[src/common/reading_phase_pkg.sv]
// constants, types and register map of the reading phase controller
package reading_phase_pkg;
  // timing
  localparam int CLK_PERIOD_NS = 4;
  localparam int MS_NS         = 1000000;
  localparam int MS_CYCLES     = (MS_NS + CLK_PERIOD_NS - 1) / CLK_PERIOD_NS;
  // timeout limits in ms
  localparam logic [13:0] TMO_MIN_MS = 14'h0028;
  localparam logic [13:0] TMO_MAX_MS = 14'h3A98;
  localparam logic [13:0] TMO_RST    = 14'h0028;
  // highest character allowed in the match code
  localparam logic [7:0]  CHAR_MAX   = 8'h7E;
  // register byte offsets
  localparam logic [7:0] OFS_CTRL   = 8'h00;
  localparam logic [7:0] OFS_TMO    = 8'h04;
  localparam logic [7:0] OFS_MATCH  = 8'h08;
  localparam logic [7:0] OFS_WSTR   = 8'h0C;
  localparam logic [7:0] OFS_LEN    = 8'h10;
  localparam logic [7:0] OFS_STATUS = 8'h14;
  // field positions of the character write and length registers
  localparam int CHAR_LSB  = 0;
  localparam int IDX_LSB   = 8;
  localparam int MLEN_LSB  = 0;
  localparam int WLEN_LSB  = 8;
  localparam logic [31:0] CTRL_RST = 32'h0000_0000;
  // digital inputs
  localparam int NUM_IN   = 4;
  localparam int IN_SEL_W = 2;
  // sizes of stored strings
  localparam int MAX_CODE = 64;
  localparam int WSTR_MAX = 128;

  typedef enum logic [1:0] {
    MODE_ONE    = 2'b00,
    MODE_TWO    = 2'b01,
    MODE_SERIAL = 2'b11
  } mode_e;

  typedef enum logic [1:0] {
    SH_DISABLED  = 2'b00,
    SH_TRIGGERED = 2'b01,
    SH_ENABLED   = 2'b11
  } shutter_e;

  typedef enum logic [1:0] {
    PH_IDLE = 2'b00,
    PH_OPEN = 2'b01,
    PH_HOLD = 2'b11
  } phase_e;

  typedef enum logic [1:0] {
    TX_IDLE = 2'b00,
    TX_CODE = 2'b01,
    TX_STR  = 2'b11
  } tx_e;

  // control register layout, bit 0 at the bottom
  typedef struct packed {
    logic [12:0]         spare;
    logic [IN_SEL_W-1:0] store_sel;
    logic [IN_SEL_W-1:0] stop_sel;
    logic [IN_SEL_W-1:0] start_sel;
    logic                store_pol;
    logic                stop_pol;
    logic                start_pol;
    shutter_e            shutter;
    logic                wstr_tx;
    logic                wcode_tx;
    logic                verify_en;
    logic                ext_phase;
    logic                tmo_origin;
    logic                tmo_en;
    mode_e               mode;
  } ctrl_s;

  // one decoded character from the decoder
  typedef struct packed {
    logic       valid;
    logic       last;
    logic [7:0] data;
  } dec_s;
endpackage

[src/hdl/code_verifier.sv]
// match code store, decoded code buffer and streaming comparison
module code_verifier
  import reading_phase_pkg::*;
#(
  parameter int MAXC = MAX_CODE,
  parameter int LW   = $clog2(MAXC + 1)
) (
  input  wire logic                    pclk,
  input  wire logic                    presetn,
  input  wire logic                    sw_we,
  input  wire logic [LW-2:0]           sw_idx,
  input  wire logic [7:0]              sw_char,
  input  wire logic                    len_we,
  input  wire logic [LW-1:0]           len_val,
  input  wire logic                    learn,
  input  wire reading_phase_pkg::dec_s dec,
  input  wire logic [LW-2:0]           rd_idx,
  output logic      [7:0]              rd_char,
  output logic                         done,
  output logic                         match,
  output logic      [LW-1:0]           code_len,
  output logic      [LW-1:0]           match_len
);
  import reading_phase_pkg::*;

  logic [7:0]    match_mem [MAXC];
  logic [7:0]    code_mem  [MAXC];
  logic [LW-1:0] pos_reg;
  logic          mism_reg;
  logic          bad_reg;
  logic          done_reg;
  logic          match_reg;
  logic [LW-1:0] code_len_reg;
  logic [LW-1:0] match_len_reg;

  // per character decisions; too long a code is a mismatch and its tail is dropped
  wire              in_range = pos_reg < LW'(MAXC);
  wire [LW-2:0]     pos_idx  = pos_reg[LW-2:0];
  wire              char_ok  = dec.data <= CHAR_MAX;
  wire              mism_now = mism_reg | ~in_range | (pos_reg >= match_len_reg)
                               | (dec.data != match_mem[pos_idx]);
  wire              bad_now  = bad_reg | ~char_ok | ~in_range;
  wire [LW-1:0]     pos_inc  = pos_reg + LW'(1);

  assign rd_char   = code_mem[rd_idx];
  assign done      = done_reg;
  assign match     = match_reg;
  assign code_len  = code_len_reg;
  assign match_len = match_len_reg;

  // storage; a learned character wins over a software write in the same cycle
  always_ff @(posedge pclk) begin
    if (dec.valid && in_range) begin
      code_mem[pos_idx] <= dec.data;
    end
    if (dec.valid && learn && in_range && char_ok) begin
      match_mem[pos_idx] <= dec.data;
    end else if (sw_we && sw_char <= CHAR_MAX) begin
      match_mem[sw_idx] <= sw_char;
    end
  end

  // comparison state
  always_ff @(posedge pclk or negedge presetn) begin
    if (!presetn) begin
      pos_reg       <= '0;
      mism_reg      <= 1'b0;
      bad_reg       <= 1'b0;
      done_reg      <= 1'b0;
      match_reg     <= 1'b0;
      code_len_reg  <= '0;
      match_len_reg <= '0;
    end else begin
      done_reg <= dec.valid & dec.last;
      if (dec.valid && !dec.last) begin
        pos_reg  <= in_range ? pos_inc : pos_reg;
        mism_reg <= mism_now;
        bad_reg  <= bad_now;
      end else if (dec.valid) begin
        match_reg    <= ~mism_now & (pos_inc == match_len_reg);
        code_len_reg <= in_range ? pos_inc : pos_reg;
        pos_reg      <= '0;
        mism_reg     <= 1'b0;
        bad_reg      <= 1'b0;
        if (learn && !bad_now) begin
          match_len_reg <= pos_inc;
        end
      end
      if (len_we && !(dec.valid && dec.last && learn)) begin
        match_len_reg <= (len_val > LW'(MAXC)) ? LW'(MAXC) : len_val;
      end
    end
  end
endmodule

[src/hdl/reading_phase_controller.sv]
// reading phase controller: phase sequencing, timeout, verifier, laser
// What this block does
// timeout enable only for serial, one-input
// timeout programmable 40 to 15000 ms
// origin start: count from phase start
// origin stop: count from stop, prolonging
// verify mode compares codes to match code
// match code characters 00h to 7Eh only
// store input before phase teaches code
// selectable polarity on trigger, stop, store
// wrong-code enable sends mismatching decoded code
// wrong-string enable sends up to 128 chars
// shutter disabled: laser always on; here held off while presetn is low
// shutter triggered: off after read/phase end
// shutter enabled: laser off, reading suspended
// two inputs: start asserts, stop deasserts
// extended phase: stop needs start deasserted
// start input selectable
// stop input selectable independently
// one input: phase follows sensor, results after
// serial: strings open, stop/timeout close
// ms tick timeout closes same cycle
// mismatch on length or content difference
//
// Design decisions made here: the APB slave port and the register addresses.
module reading_phase_controller
  import reading_phase_pkg::*;
#(
  parameter int MS_CNT = MS_CYCLES,
  parameter int MAXC   = MAX_CODE,
  parameter int WMAX   = WSTR_MAX
) (
  input  wire logic                    pclk,
  input  wire logic                    presetn,
  input  wire logic                    psel,
  input  wire logic                    penable,
  input  wire logic                    pwrite,
  input  wire logic [7:0]              paddr,
  input  wire logic [31:0]             pwdata,
  output logic      [31:0]             prdata,
  output logic                         pready,
  output logic                         pslverr,
  input  wire logic [NUM_IN-1:0]       din,
  input  wire logic                    ser_start,
  input  wire logic                    ser_stop,
  input  wire reading_phase_pkg::dec_s dec_in,
  output logic                         phase_active,
  output logic                         laser_on,
  output logic                         good_read,
  output logic                         mismatch_read,
  output logic                         no_read,
  output logic                         tx_valid,
  output logic      [7:0]              tx_data,
  input  wire logic                    tx_ready
);
  import reading_phase_pkg::*;

  localparam int LW  = $clog2(MAXC + 1);
  localparam int WW  = $clog2(WMAX + 1);
  localparam int MSW = $clog2(MS_CNT);

  // asserted level of an input for a polarity: 1 active closed, 0 active open
  function automatic logic asserted(input logic pin, input logic pol);
    return pol ? pin : ~pin;
  endfunction

  // keep a timeout inside the supported range
  function automatic logic [13:0] clamp_tmo(input logic [13:0] v);
    if (v < TMO_MIN_MS) return TMO_MIN_MS;
    if (v > TMO_MAX_MS) return TMO_MAX_MS;
    return v;
  endfunction

  ctrl_s                ctrl_reg;
  logic [13:0]          tmo_reg;
  logic [WW-1:0]        wlen_reg;
  logic [7:0]           wstr_mem [WMAX];
  logic [NUM_IN-1:0]    sync1_reg;
  logic [NUM_IN-1:0]    sync2_reg;
  logic [1:0]           lvl_d_reg;
  phase_e               phase_reg;
  phase_e               phase_next;
  logic                 learn_reg;
  logic                 got_code_reg;
  logic                 mism_seen_reg;
  logic                 tmo_run_reg;
  logic [MSW-1:0]       ms_cnt_reg;
  logic [13:0]          tmo_cnt_reg;
  tx_e                  tx_reg;
  logic [7:0]           tx_idx_reg;
  logic [2:0]           last_res_reg;
  logic                 pready_reg;
  logic                 pslverr_reg;
  logic [31:0]          prdata_reg;
  logic                 phase_active_reg;
  logic                 laser_reg;
  logic                 good_reg;
  logic                 mism_reg;
  logic                 noread_reg;
  logic                 tx_valid_reg;
  logic [7:0]           tx_data_reg;
  logic                 ver_done;
  logic                 ver_match;
  logic [LW-1:0]        code_len;
  logic [LW-1:0]        match_len;
  logic [7:0]           code_char;

  // apb decode; one wait-free access phase, answer prepared in setup
  wire setup    = psel & ~penable;
  wire wr_fire  = psel & penable & pwrite & pready_reg;
  wire hit_ctrl = paddr == OFS_CTRL;
  wire hit_tmo  = paddr == OFS_TMO;
  wire hit_mat  = paddr == OFS_MATCH;
  wire hit_wstr = paddr == OFS_WSTR;
  wire hit_len  = paddr == OFS_LEN;
  wire hit_stat = paddr == OFS_STATUS;
  wire mapped   = hit_ctrl | hit_tmo | hit_mat | hit_wstr | hit_len | hit_stat;
  wire [7:0] wr_idx = pwdata[IDX_LSB +: 8];
  wire [7:0] wr_chr = pwdata[CHAR_LSB +: 8];

  // selected, polarity corrected input levels from the second sync stage
  wire start_lvl = asserted(sync2_reg[ctrl_reg.start_sel], ctrl_reg.start_pol);
  wire stop_lvl  = asserted(sync2_reg[ctrl_reg.stop_sel], ctrl_reg.stop_pol);
  wire store_lvl = asserted(sync2_reg[ctrl_reg.store_sel], ctrl_reg.store_pol);
  wire start_rise = start_lvl & ~lvl_d_reg[0];
  wire start_fall = ~start_lvl & lvl_d_reg[0];
  wire stop_fall  = ~stop_lvl & lvl_d_reg[1];
  wire suspend    = ctrl_reg.shutter == SH_ENABLED;

  // open and close events for each variant
  wire two_close = stop_fall & (~ctrl_reg.ext_phase | ~start_lvl);
  wire open_evt  = (ctrl_reg.mode == MODE_SERIAL) ? ser_start : start_rise;
  wire close_evt = (ctrl_reg.mode == MODE_SERIAL) ? ser_stop  :
                   (ctrl_reg.mode == MODE_TWO)    ? two_close : start_fall;

  // timeout only in serial and one-input variants
  wire tmo_ok   = ctrl_reg.tmo_en & (ctrl_reg.mode != MODE_TWO);
  wire tick     = tmo_run_reg & (ms_cnt_reg == MSW'(MS_CNT - 1));
  wire [13:0] tmo_inc = tmo_cnt_reg + 14'h0001;
  wire expire   = tick & (tmo_inc >= tmo_reg);

  // phase sequencing; expiry closes in the cycle the count is reached
  always_comb begin
    phase_next = phase_reg;
    case (phase_reg)
      PH_IDLE: begin
        if (open_evt && !suspend) begin
          phase_next = PH_OPEN;
        end
      end
      PH_OPEN: begin
        if (close_evt && tmo_ok && ctrl_reg.tmo_origin) begin
          phase_next = PH_HOLD;
        end else if (close_evt || (expire && !ctrl_reg.tmo_origin)) begin
          phase_next = PH_IDLE;
        end
      end
      PH_HOLD: begin
        if (expire) begin
          phase_next = PH_IDLE;
        end
      end
      default: phase_next = PH_IDLE;
    endcase
    if (suspend) begin
      phase_next = PH_IDLE;
    end
  end

  wire opening  = (phase_reg == PH_IDLE) & (phase_next == PH_OPEN);
  wire closing  = (phase_reg != PH_IDLE) & (phase_next == PH_IDLE) & ~suspend;
  wire tmr_load = tmo_ok & ((opening & ~ctrl_reg.tmo_origin) |
                  ((phase_reg == PH_OPEN) & (phase_next == PH_HOLD)));

  // decoder characters count only inside an open phase
  dec_s dec_gated;
  assign dec_gated.valid = dec_in.valid & (phase_reg == PH_OPEN) & ~suspend;
  assign dec_gated.last  = dec_in.last;
  assign dec_gated.data  = dec_in.data;

  wire verified  = ~ctrl_reg.verify_en | learn_reg | ver_match;
  wire bad_code  = ver_done & ~verified;
  wire code_seen = got_code_reg | ver_done;

  code_verifier #(
    .MAXC(MAXC),
    .LW  (LW)
  ) u_verifier (
    .pclk     (pclk),
    .presetn  (presetn),
    .sw_we    (wr_fire & hit_mat),
    .sw_idx   (wr_idx[LW-2:0]),
    .sw_char  (wr_chr),
    .len_we   (wr_fire & hit_len),
    .len_val  (pwdata[MLEN_LSB +: LW]),
    .learn    (learn_reg),
    .dec      (dec_gated),
    .rd_idx   (tx_idx_reg[LW-2:0]),
    .rd_char  (code_char),
    .done     (ver_done),
    .match    (ver_match),
    .code_len (code_len),
    .match_len(match_len)
  );

  // register writes and read data
  always_ff @(posedge pclk or negedge presetn) begin
    if (!presetn) begin
      ctrl_reg    <= ctrl_s'(CTRL_RST);
      tmo_reg     <= TMO_RST;
      wlen_reg    <= '0;
      pready_reg  <= 1'b0;
      pslverr_reg <= 1'b0;
      prdata_reg  <= 32'h0000_0000;
    end else begin
      pready_reg  <= setup;
      pslverr_reg <= setup & ~mapped;
      prdata_reg  <= 32'h0000_0000;
      if (setup && hit_ctrl) prdata_reg <= ctrl_reg;
      if (setup && hit_tmo)  prdata_reg <= {18'h00000, tmo_reg};
      if (setup && hit_len)  prdata_reg <= {16'h0000, 8'(wlen_reg), 8'(match_len)};
      if (setup && hit_stat) begin
        prdata_reg <= {16'h0000, 8'(code_len), 1'b0, tx_reg != TX_IDLE,
                       last_res_reg, laser_reg, phase_reg};
      end
      if (wr_fire && hit_ctrl) ctrl_reg <= ctrl_s'({13'h0000, pwdata[18:0]});
      if (wr_fire && hit_tmo)  tmo_reg  <= clamp_tmo(pwdata[13:0]);
      if (wr_fire && hit_len) begin
        wlen_reg <= (pwdata[WLEN_LSB +: 8] > 8'(WMAX)) ? WW'(WMAX) : pwdata[WLEN_LSB +: WW];
      end
    end
  end

  // wrong string memory, written a character at a time
  always_ff @(posedge pclk) begin
    if (wr_fire && hit_wstr && wr_idx < 8'(WMAX)) begin
      wstr_mem[wr_idx[WW-2:0]] <= wr_chr;
    end
  end

  // two-stage synchronisers for the digital inputs, edge history after them
  always_ff @(posedge pclk or negedge presetn) begin
    if (!presetn) begin
      sync1_reg <= '1; // idle high
      sync2_reg <= '1;
      lvl_d_reg <= 2'h0;
    end else begin
      sync1_reg <= din;
      sync2_reg <= sync1_reg;
      lvl_d_reg <= {stop_lvl, start_lvl};
    end
  end

  // phase state, learn capture and result bookkeeping
  always_ff @(posedge pclk or negedge presetn) begin
    if (!presetn) begin
      phase_reg     <= PH_IDLE;
      learn_reg     <= 1'b0;
      got_code_reg  <= 1'b0;
      mism_seen_reg <= 1'b0;
      last_res_reg  <= 3'h0;
    end else begin
      phase_reg <= phase_next;
      if (opening) begin
        learn_reg     <= store_lvl;
        got_code_reg  <= 1'b0;
        mism_seen_reg <= 1'b0;
      end else begin
        got_code_reg  <= code_seen;
        mism_seen_reg <= mism_seen_reg | bad_code;
      end
      if (closing) begin
        last_res_reg <= {~code_seen, code_seen & (mism_seen_reg | bad_code),
                         code_seen & ~(mism_seen_reg | bad_code)};
      end
    end
  end

  // millisecond timer; stops with the phase
  always_ff @(posedge pclk or negedge presetn) begin
    if (!presetn) begin
      tmo_run_reg <= 1'b0;
      ms_cnt_reg  <= '0;
      tmo_cnt_reg <= 14'h0000;
    end else if (tmr_load) begin
      tmo_run_reg <= 1'b1;
      ms_cnt_reg  <= '0;
      tmo_cnt_reg <= 14'h0000;
    end else if (phase_next == PH_IDLE) begin
      tmo_run_reg <= 1'b0;
    end else if (tmo_run_reg) begin
      ms_cnt_reg  <= tick ? '0 : ms_cnt_reg + MSW'(1);
      tmo_cnt_reg <= tick ? tmo_inc : tmo_cnt_reg;
    end
  end

  // result pulses at phase end and laser drive
  always_ff @(posedge pclk or negedge presetn) begin
    if (!presetn) begin
      phase_active_reg <= 1'b0;
      laser_reg        <= 1'b0;
      good_reg         <= 1'b0;
      mism_reg         <= 1'b0;
      noread_reg       <= 1'b0;
    end else begin
      phase_active_reg <= phase_next != PH_IDLE;
      good_reg         <= closing & code_seen & ~(mism_seen_reg | bad_code);
      mism_reg         <= closing & code_seen & (mism_seen_reg | bad_code);
      noread_reg       <= closing & ~code_seen;
      case (ctrl_reg.shutter)
        SH_DISABLED:  laser_reg <= 1'b1;
        SH_TRIGGERED: laser_reg <= (phase_next == PH_OPEN) & ~(code_seen & ~opening);
        SH_ENABLED:   laser_reg <= 1'b0;
        default:      laser_reg <= 1'b0;
      endcase
    end
  end

  // mismatch transmitter; a new mismatch while busy is not reported
  wire can_load = ~tx_valid_reg | tx_ready;
  wire go_code  = ctrl_reg.wcode_tx & (code_len != '0);
  wire go_str   = ctrl_reg.wstr_tx & (wlen_reg != '0);
  wire code_end = tx_idx_reg >= 8'(code_len);
  wire str_end  = tx_idx_reg >= 8'(wlen_reg);

  always_ff @(posedge pclk or negedge presetn) begin
    if (!presetn) begin
      tx_reg       <= TX_IDLE;
      tx_idx_reg   <= 8'h00;
      tx_valid_reg <= 1'b0;
      tx_data_reg  <= 8'h00;
    end else begin
      case (tx_reg)
        TX_IDLE: begin
          tx_idx_reg <= 8'h00;
          if (can_load) tx_valid_reg <= 1'b0;
          if (bad_code && go_code) tx_reg <= TX_CODE;
          else if (bad_code && go_str) tx_reg <= TX_STR;
        end
        TX_CODE: begin
          if (can_load && !code_end) begin
            tx_valid_reg <= 1'b1;
            tx_data_reg  <= code_char;
            tx_idx_reg   <= tx_idx_reg + 8'h01;
          end else if (can_load) begin
            tx_valid_reg <= 1'b0;
            tx_idx_reg   <= 8'h00;
            tx_reg       <= ctrl_reg.wstr_tx && wlen_reg != '0 ? TX_STR : TX_IDLE;
          end
        end
        TX_STR: begin
          if (can_load && !str_end) begin
            tx_valid_reg <= 1'b1;
            tx_data_reg  <= wstr_mem[tx_idx_reg[WW-2:0]];
            tx_idx_reg   <= tx_idx_reg + 8'h01;
          end else if (can_load) begin
            tx_valid_reg <= 1'b0;
            tx_reg       <= TX_IDLE;
          end
        end
        default: tx_reg <= TX_IDLE;
      endcase
    end
  end

  assign prdata        = prdata_reg;
  assign pready        = pready_reg;
  assign pslverr       = pslverr_reg;
  assign phase_active  = phase_active_reg;
  assign laser_on      = laser_reg;
  assign good_read     = good_reg;
  assign mismatch_read = mism_reg;
  assign no_read       = noread_reg;
  assign tx_valid      = tx_valid_reg;
  assign tx_data       = tx_data_reg;
endmodule

[config.mk]
export PLATFORM = sky130hd
export DESIGN_NAME = reading_phase_controller
export DESIGN_NICKNAME = d
export VERILOG_FILES = /design/src/common/reading_phase_pkg.sv /design/src/hdl/code_verifier.sv /design/src/hdl/reading_phase_controller.sv
export SDC_FILE = /design/constraint.sdc
export NUM_CORES = 2
export LEC_CHECK = 0
export BUFFER_PORTS_ARGS = -buffer_cell sky130_fd_sc_hd__buf_2
export CAP_MARGIN = 20
export CORE_MARGIN = 5
export CORE_UTILIZATION = 33
export DETAILED_ROUTE_END_ITERATION = 10
export GPL_TIMING_DRIVEN = 1
export PLACE_DENSITY = 0.53
export REMOVE_ABC_BUFFERS = 1
export SYNTH_ARGS = -nofsm -noshare
export SYNTH_HDL_FRONTEND = slang
export SYNTH_HIERARCHICAL = 1
export SYNTH_SLANG_ARGS = --single-unit
[constraint.sdc]
create_clock -name pclk -period 4.9 [get_ports pclk]
set_input_delay 0.735 -clock pclk [delete_from_list [all_inputs] [get_ports pclk]]
set_output_delay 0.735 -clock pclk [all_outputs]
set_load 0.1 [all_outputs]
==> impl_metrics.json <==
{
  "track_usage_pct": 16.96,
  "final_core_util_pct": 38.06,
  "worstHoldPathType": "input pin to flip-flop",
  "start_util_pct": 33.11,
  "hp-start": "pwdata[16]",
  "drtIter0Drc": 5189,
  "ir_drop_mv": 0.3535,
  "synth_warnings": 6,
  "post-place-ws_ns": 0.1460,
  "synth_cell_types": 76,
  "grt_max_degree": 134,
  "vias": 47595,
  "numCtsBuffers": 222,
  "relSlewSlack_pct": 29.15,
  "synth-seq-cells": 2210,
  "grt_pass1_wl_mm": 348.3,
  "cp_max_fo": 8,
  "placedInstanceArea_um2": 94800,
  "tightest_slew_ns": 1.063,
  "largest_reg_flops": 1024,
  "end_kind": "flip-flop",
  "crit_type": "flip-flop to flip-flop",
  "drv_slew": 0,
  "syn_to_final_growth_pct": 14.93,
  "core_um2": 267900,
  "drc_errors": 0,
  "hpwlAfterDp_mm": 152.9,
  "final.min_clock_period_ns": 4.386,
  "first_pass_iters": 6,
  "fin_ws_ns": 0.5143,
  "grt_util_met1_pct": 23.31,
  "globalRouteOverflowTotal": 0,
  "cts_resized": 0,
  "top_usage_layer": "met2",
  "ys_async_sr_fraction_pct": 7.330,
  "gp_congestion": 0.8888,
  "num_antenna_cells": 0,
  "fin_worst_skew_ns": 0.04158,
  "crit_required_ns": 5.37,
  "wl_per_cell_um": 27.13,
  "grt_use_met2_pct": 27.93,
  "cts.sinks": 2210,
  "nets": 5285,
  "htree_levels": 4,
  "dieArea_um2": 279300,
  "grt_pass1_vias": 47904,
  "cts_hold_buffers": 4,
  "postSynthAreaPerCell_um2": 18.24,
  "arrival_ns": 4.85,
  "syn-cell-area_um2": 88720,
  "cts_root_buf": "clkbuf_16",
  "die_height_um": 528.5,
  "yosysSeqAreaShare_pct": 73.91,
  "hold_violations": 0,
  "clkLatencyLatePin_ns": 0.85,
  "drive_gt1_share_pct": 20.99,
  "status": "finished clean",
  "whs_ns": 0.1076,
  "power_density_nw_per_um2": 482.3,
  "p_leak_nw": 32.84,
  "power_mw": 49.18,
  "rsz0062_at_grt": "false",
  "ios": 110,
  "antenna_found_initial": 14,
  "path_clk_slew_ns": 0.06,
  "max-clock-path-buffers": 3,
  "r2r-start": "pready",
  "synth_edf_count": 2048,
  "viasPerCell": 5.333,
  "layout_commonest_cell": "edfxtp_1",
  "setup_violations": 0,
  "final_area_um2": 102000,
  "numPortBuffers": 83,
  "timing.fmax_mhz": 228.0,
  "start_kind": "flip-flop",
  "cts_tree": "yes",
  "startpoint": "pready",
  "synth_top_flop_cell": "edfxtp_1",
  "fillers": 24380,
  "max_cap_violations": 0,
  "rows": 190,
  "met3_usage_pct": 2.870,
  "period_share_pct": 89.50,
  "cts_setup_buffers": 0,
  "die_w_um": 528.5,
  "ant_nets": 0,
  "drt_wl_total_mm": 242.1,
  "syn_inst": 4865,
  "most-common-layout-cells": "edfxtp_1 (2048), mux4_2 (374), mux2i_1 (358), nor2_1 (333), buf_4 (251)"
}
## per-stage QoR
step	cells	setup TNS, ns
CTS	8922	0
detailed placement	8503	0
global route	8925	0
floorplan	4601	-2217.84
global placement	8501	0
finish	8925	0
## critical path: stages (launching register included)
cell and delay [ns]:
dfrtp_1 0.34, nand4_1 0.13, nor2_1 0.20, nand4_1 0.17
nor2_1 0.36, nor2b_1 0.18, o21ai_0 0.35, a31oi_2 0.34
mux2i_1 0.75, nand3_1 0.46, nor2_1 0.70
## cells in the mapped netlist (66+ instances only)
library cell / count / area [um^2]
nor3_1: 100 / 500.5
a21oi_1: 121 / 605.6
o21ai_0: 80 / 400.4
edfxtp_1: 2048 / 61500
nand2_1: 113 / 424.2
o221ai_1: 129 / 1130
mux4_2: 374 / 8423
nor2_1: 333 / 1250
o22ai_1: 119 / 744.5
nand3_1: 66 / 330.3
dfrtp_1: 152 / 3804
clkbuf_1: 153 / 574.3
mux2i_1: 358 / 3583
## kinds of logic after synthesis
group | Yosys count | share of synthesized area (%)
flip-flops | 2210 | 73.91
AND/OR/NAND/NOR | 834 | 4.554
multiplexers | 785 | 14.21
AO/OA/AOI/OAI | 610 | 4.712
buffers and inverters | 342 | 1.616
XOR/XNOR | 42 | 0.4231
adder cells (fa/ha/maj) | 41 | 0.5782
other | 1 | 0.004227
## routing by layer
layer / wire [um] / vias up
li1: - / 20509
met1: 103600 / 25143
met2: 117600 / 1563
met3: 13960 / 370
met4: 6873 / 10
met5: 68 / -
## layout make-up
cell class                      count  area, um^2  share of cell area, %
Sequential cell                  2210       65590                  64.33
Clock buffer                      297        5939                  5.825
Inverter                           66       247.7                 0.2430
Tap cell                         3552        4444                  4.359
Clock inverter                    118        1134                  1.112
Timing Repair Buffer              357        2791                  2.738
Multi-Input combinational cell   2325       21820                  21.40
## path summary, 6_finish.rpt
check,cells after the start,endpoint,slack [ns]
worst max-delay path,10,u_verifier/match_mem[4][4],0.51
max in group asynchronous,4,tx_idx_reg[1],3.45
worst min-delay path,2,ctrl_reg[16],0.11
worst max register to register,10,u_verifier/match_mem[4][4],0.51
min in group asynchronous,2,ms_cnt_reg[8],0.31
worst min register to register,0,sync2_reg[3],0.36
## report_power, final
part	total [mW]	internal (mW)	switching, mW
Clock	16.5	9.35	7.18
Sequential	21.3	20.8	0.410
Combinational	11.4	4.67	6.72
Note: power is estimated with default switching activity, not from simulation.
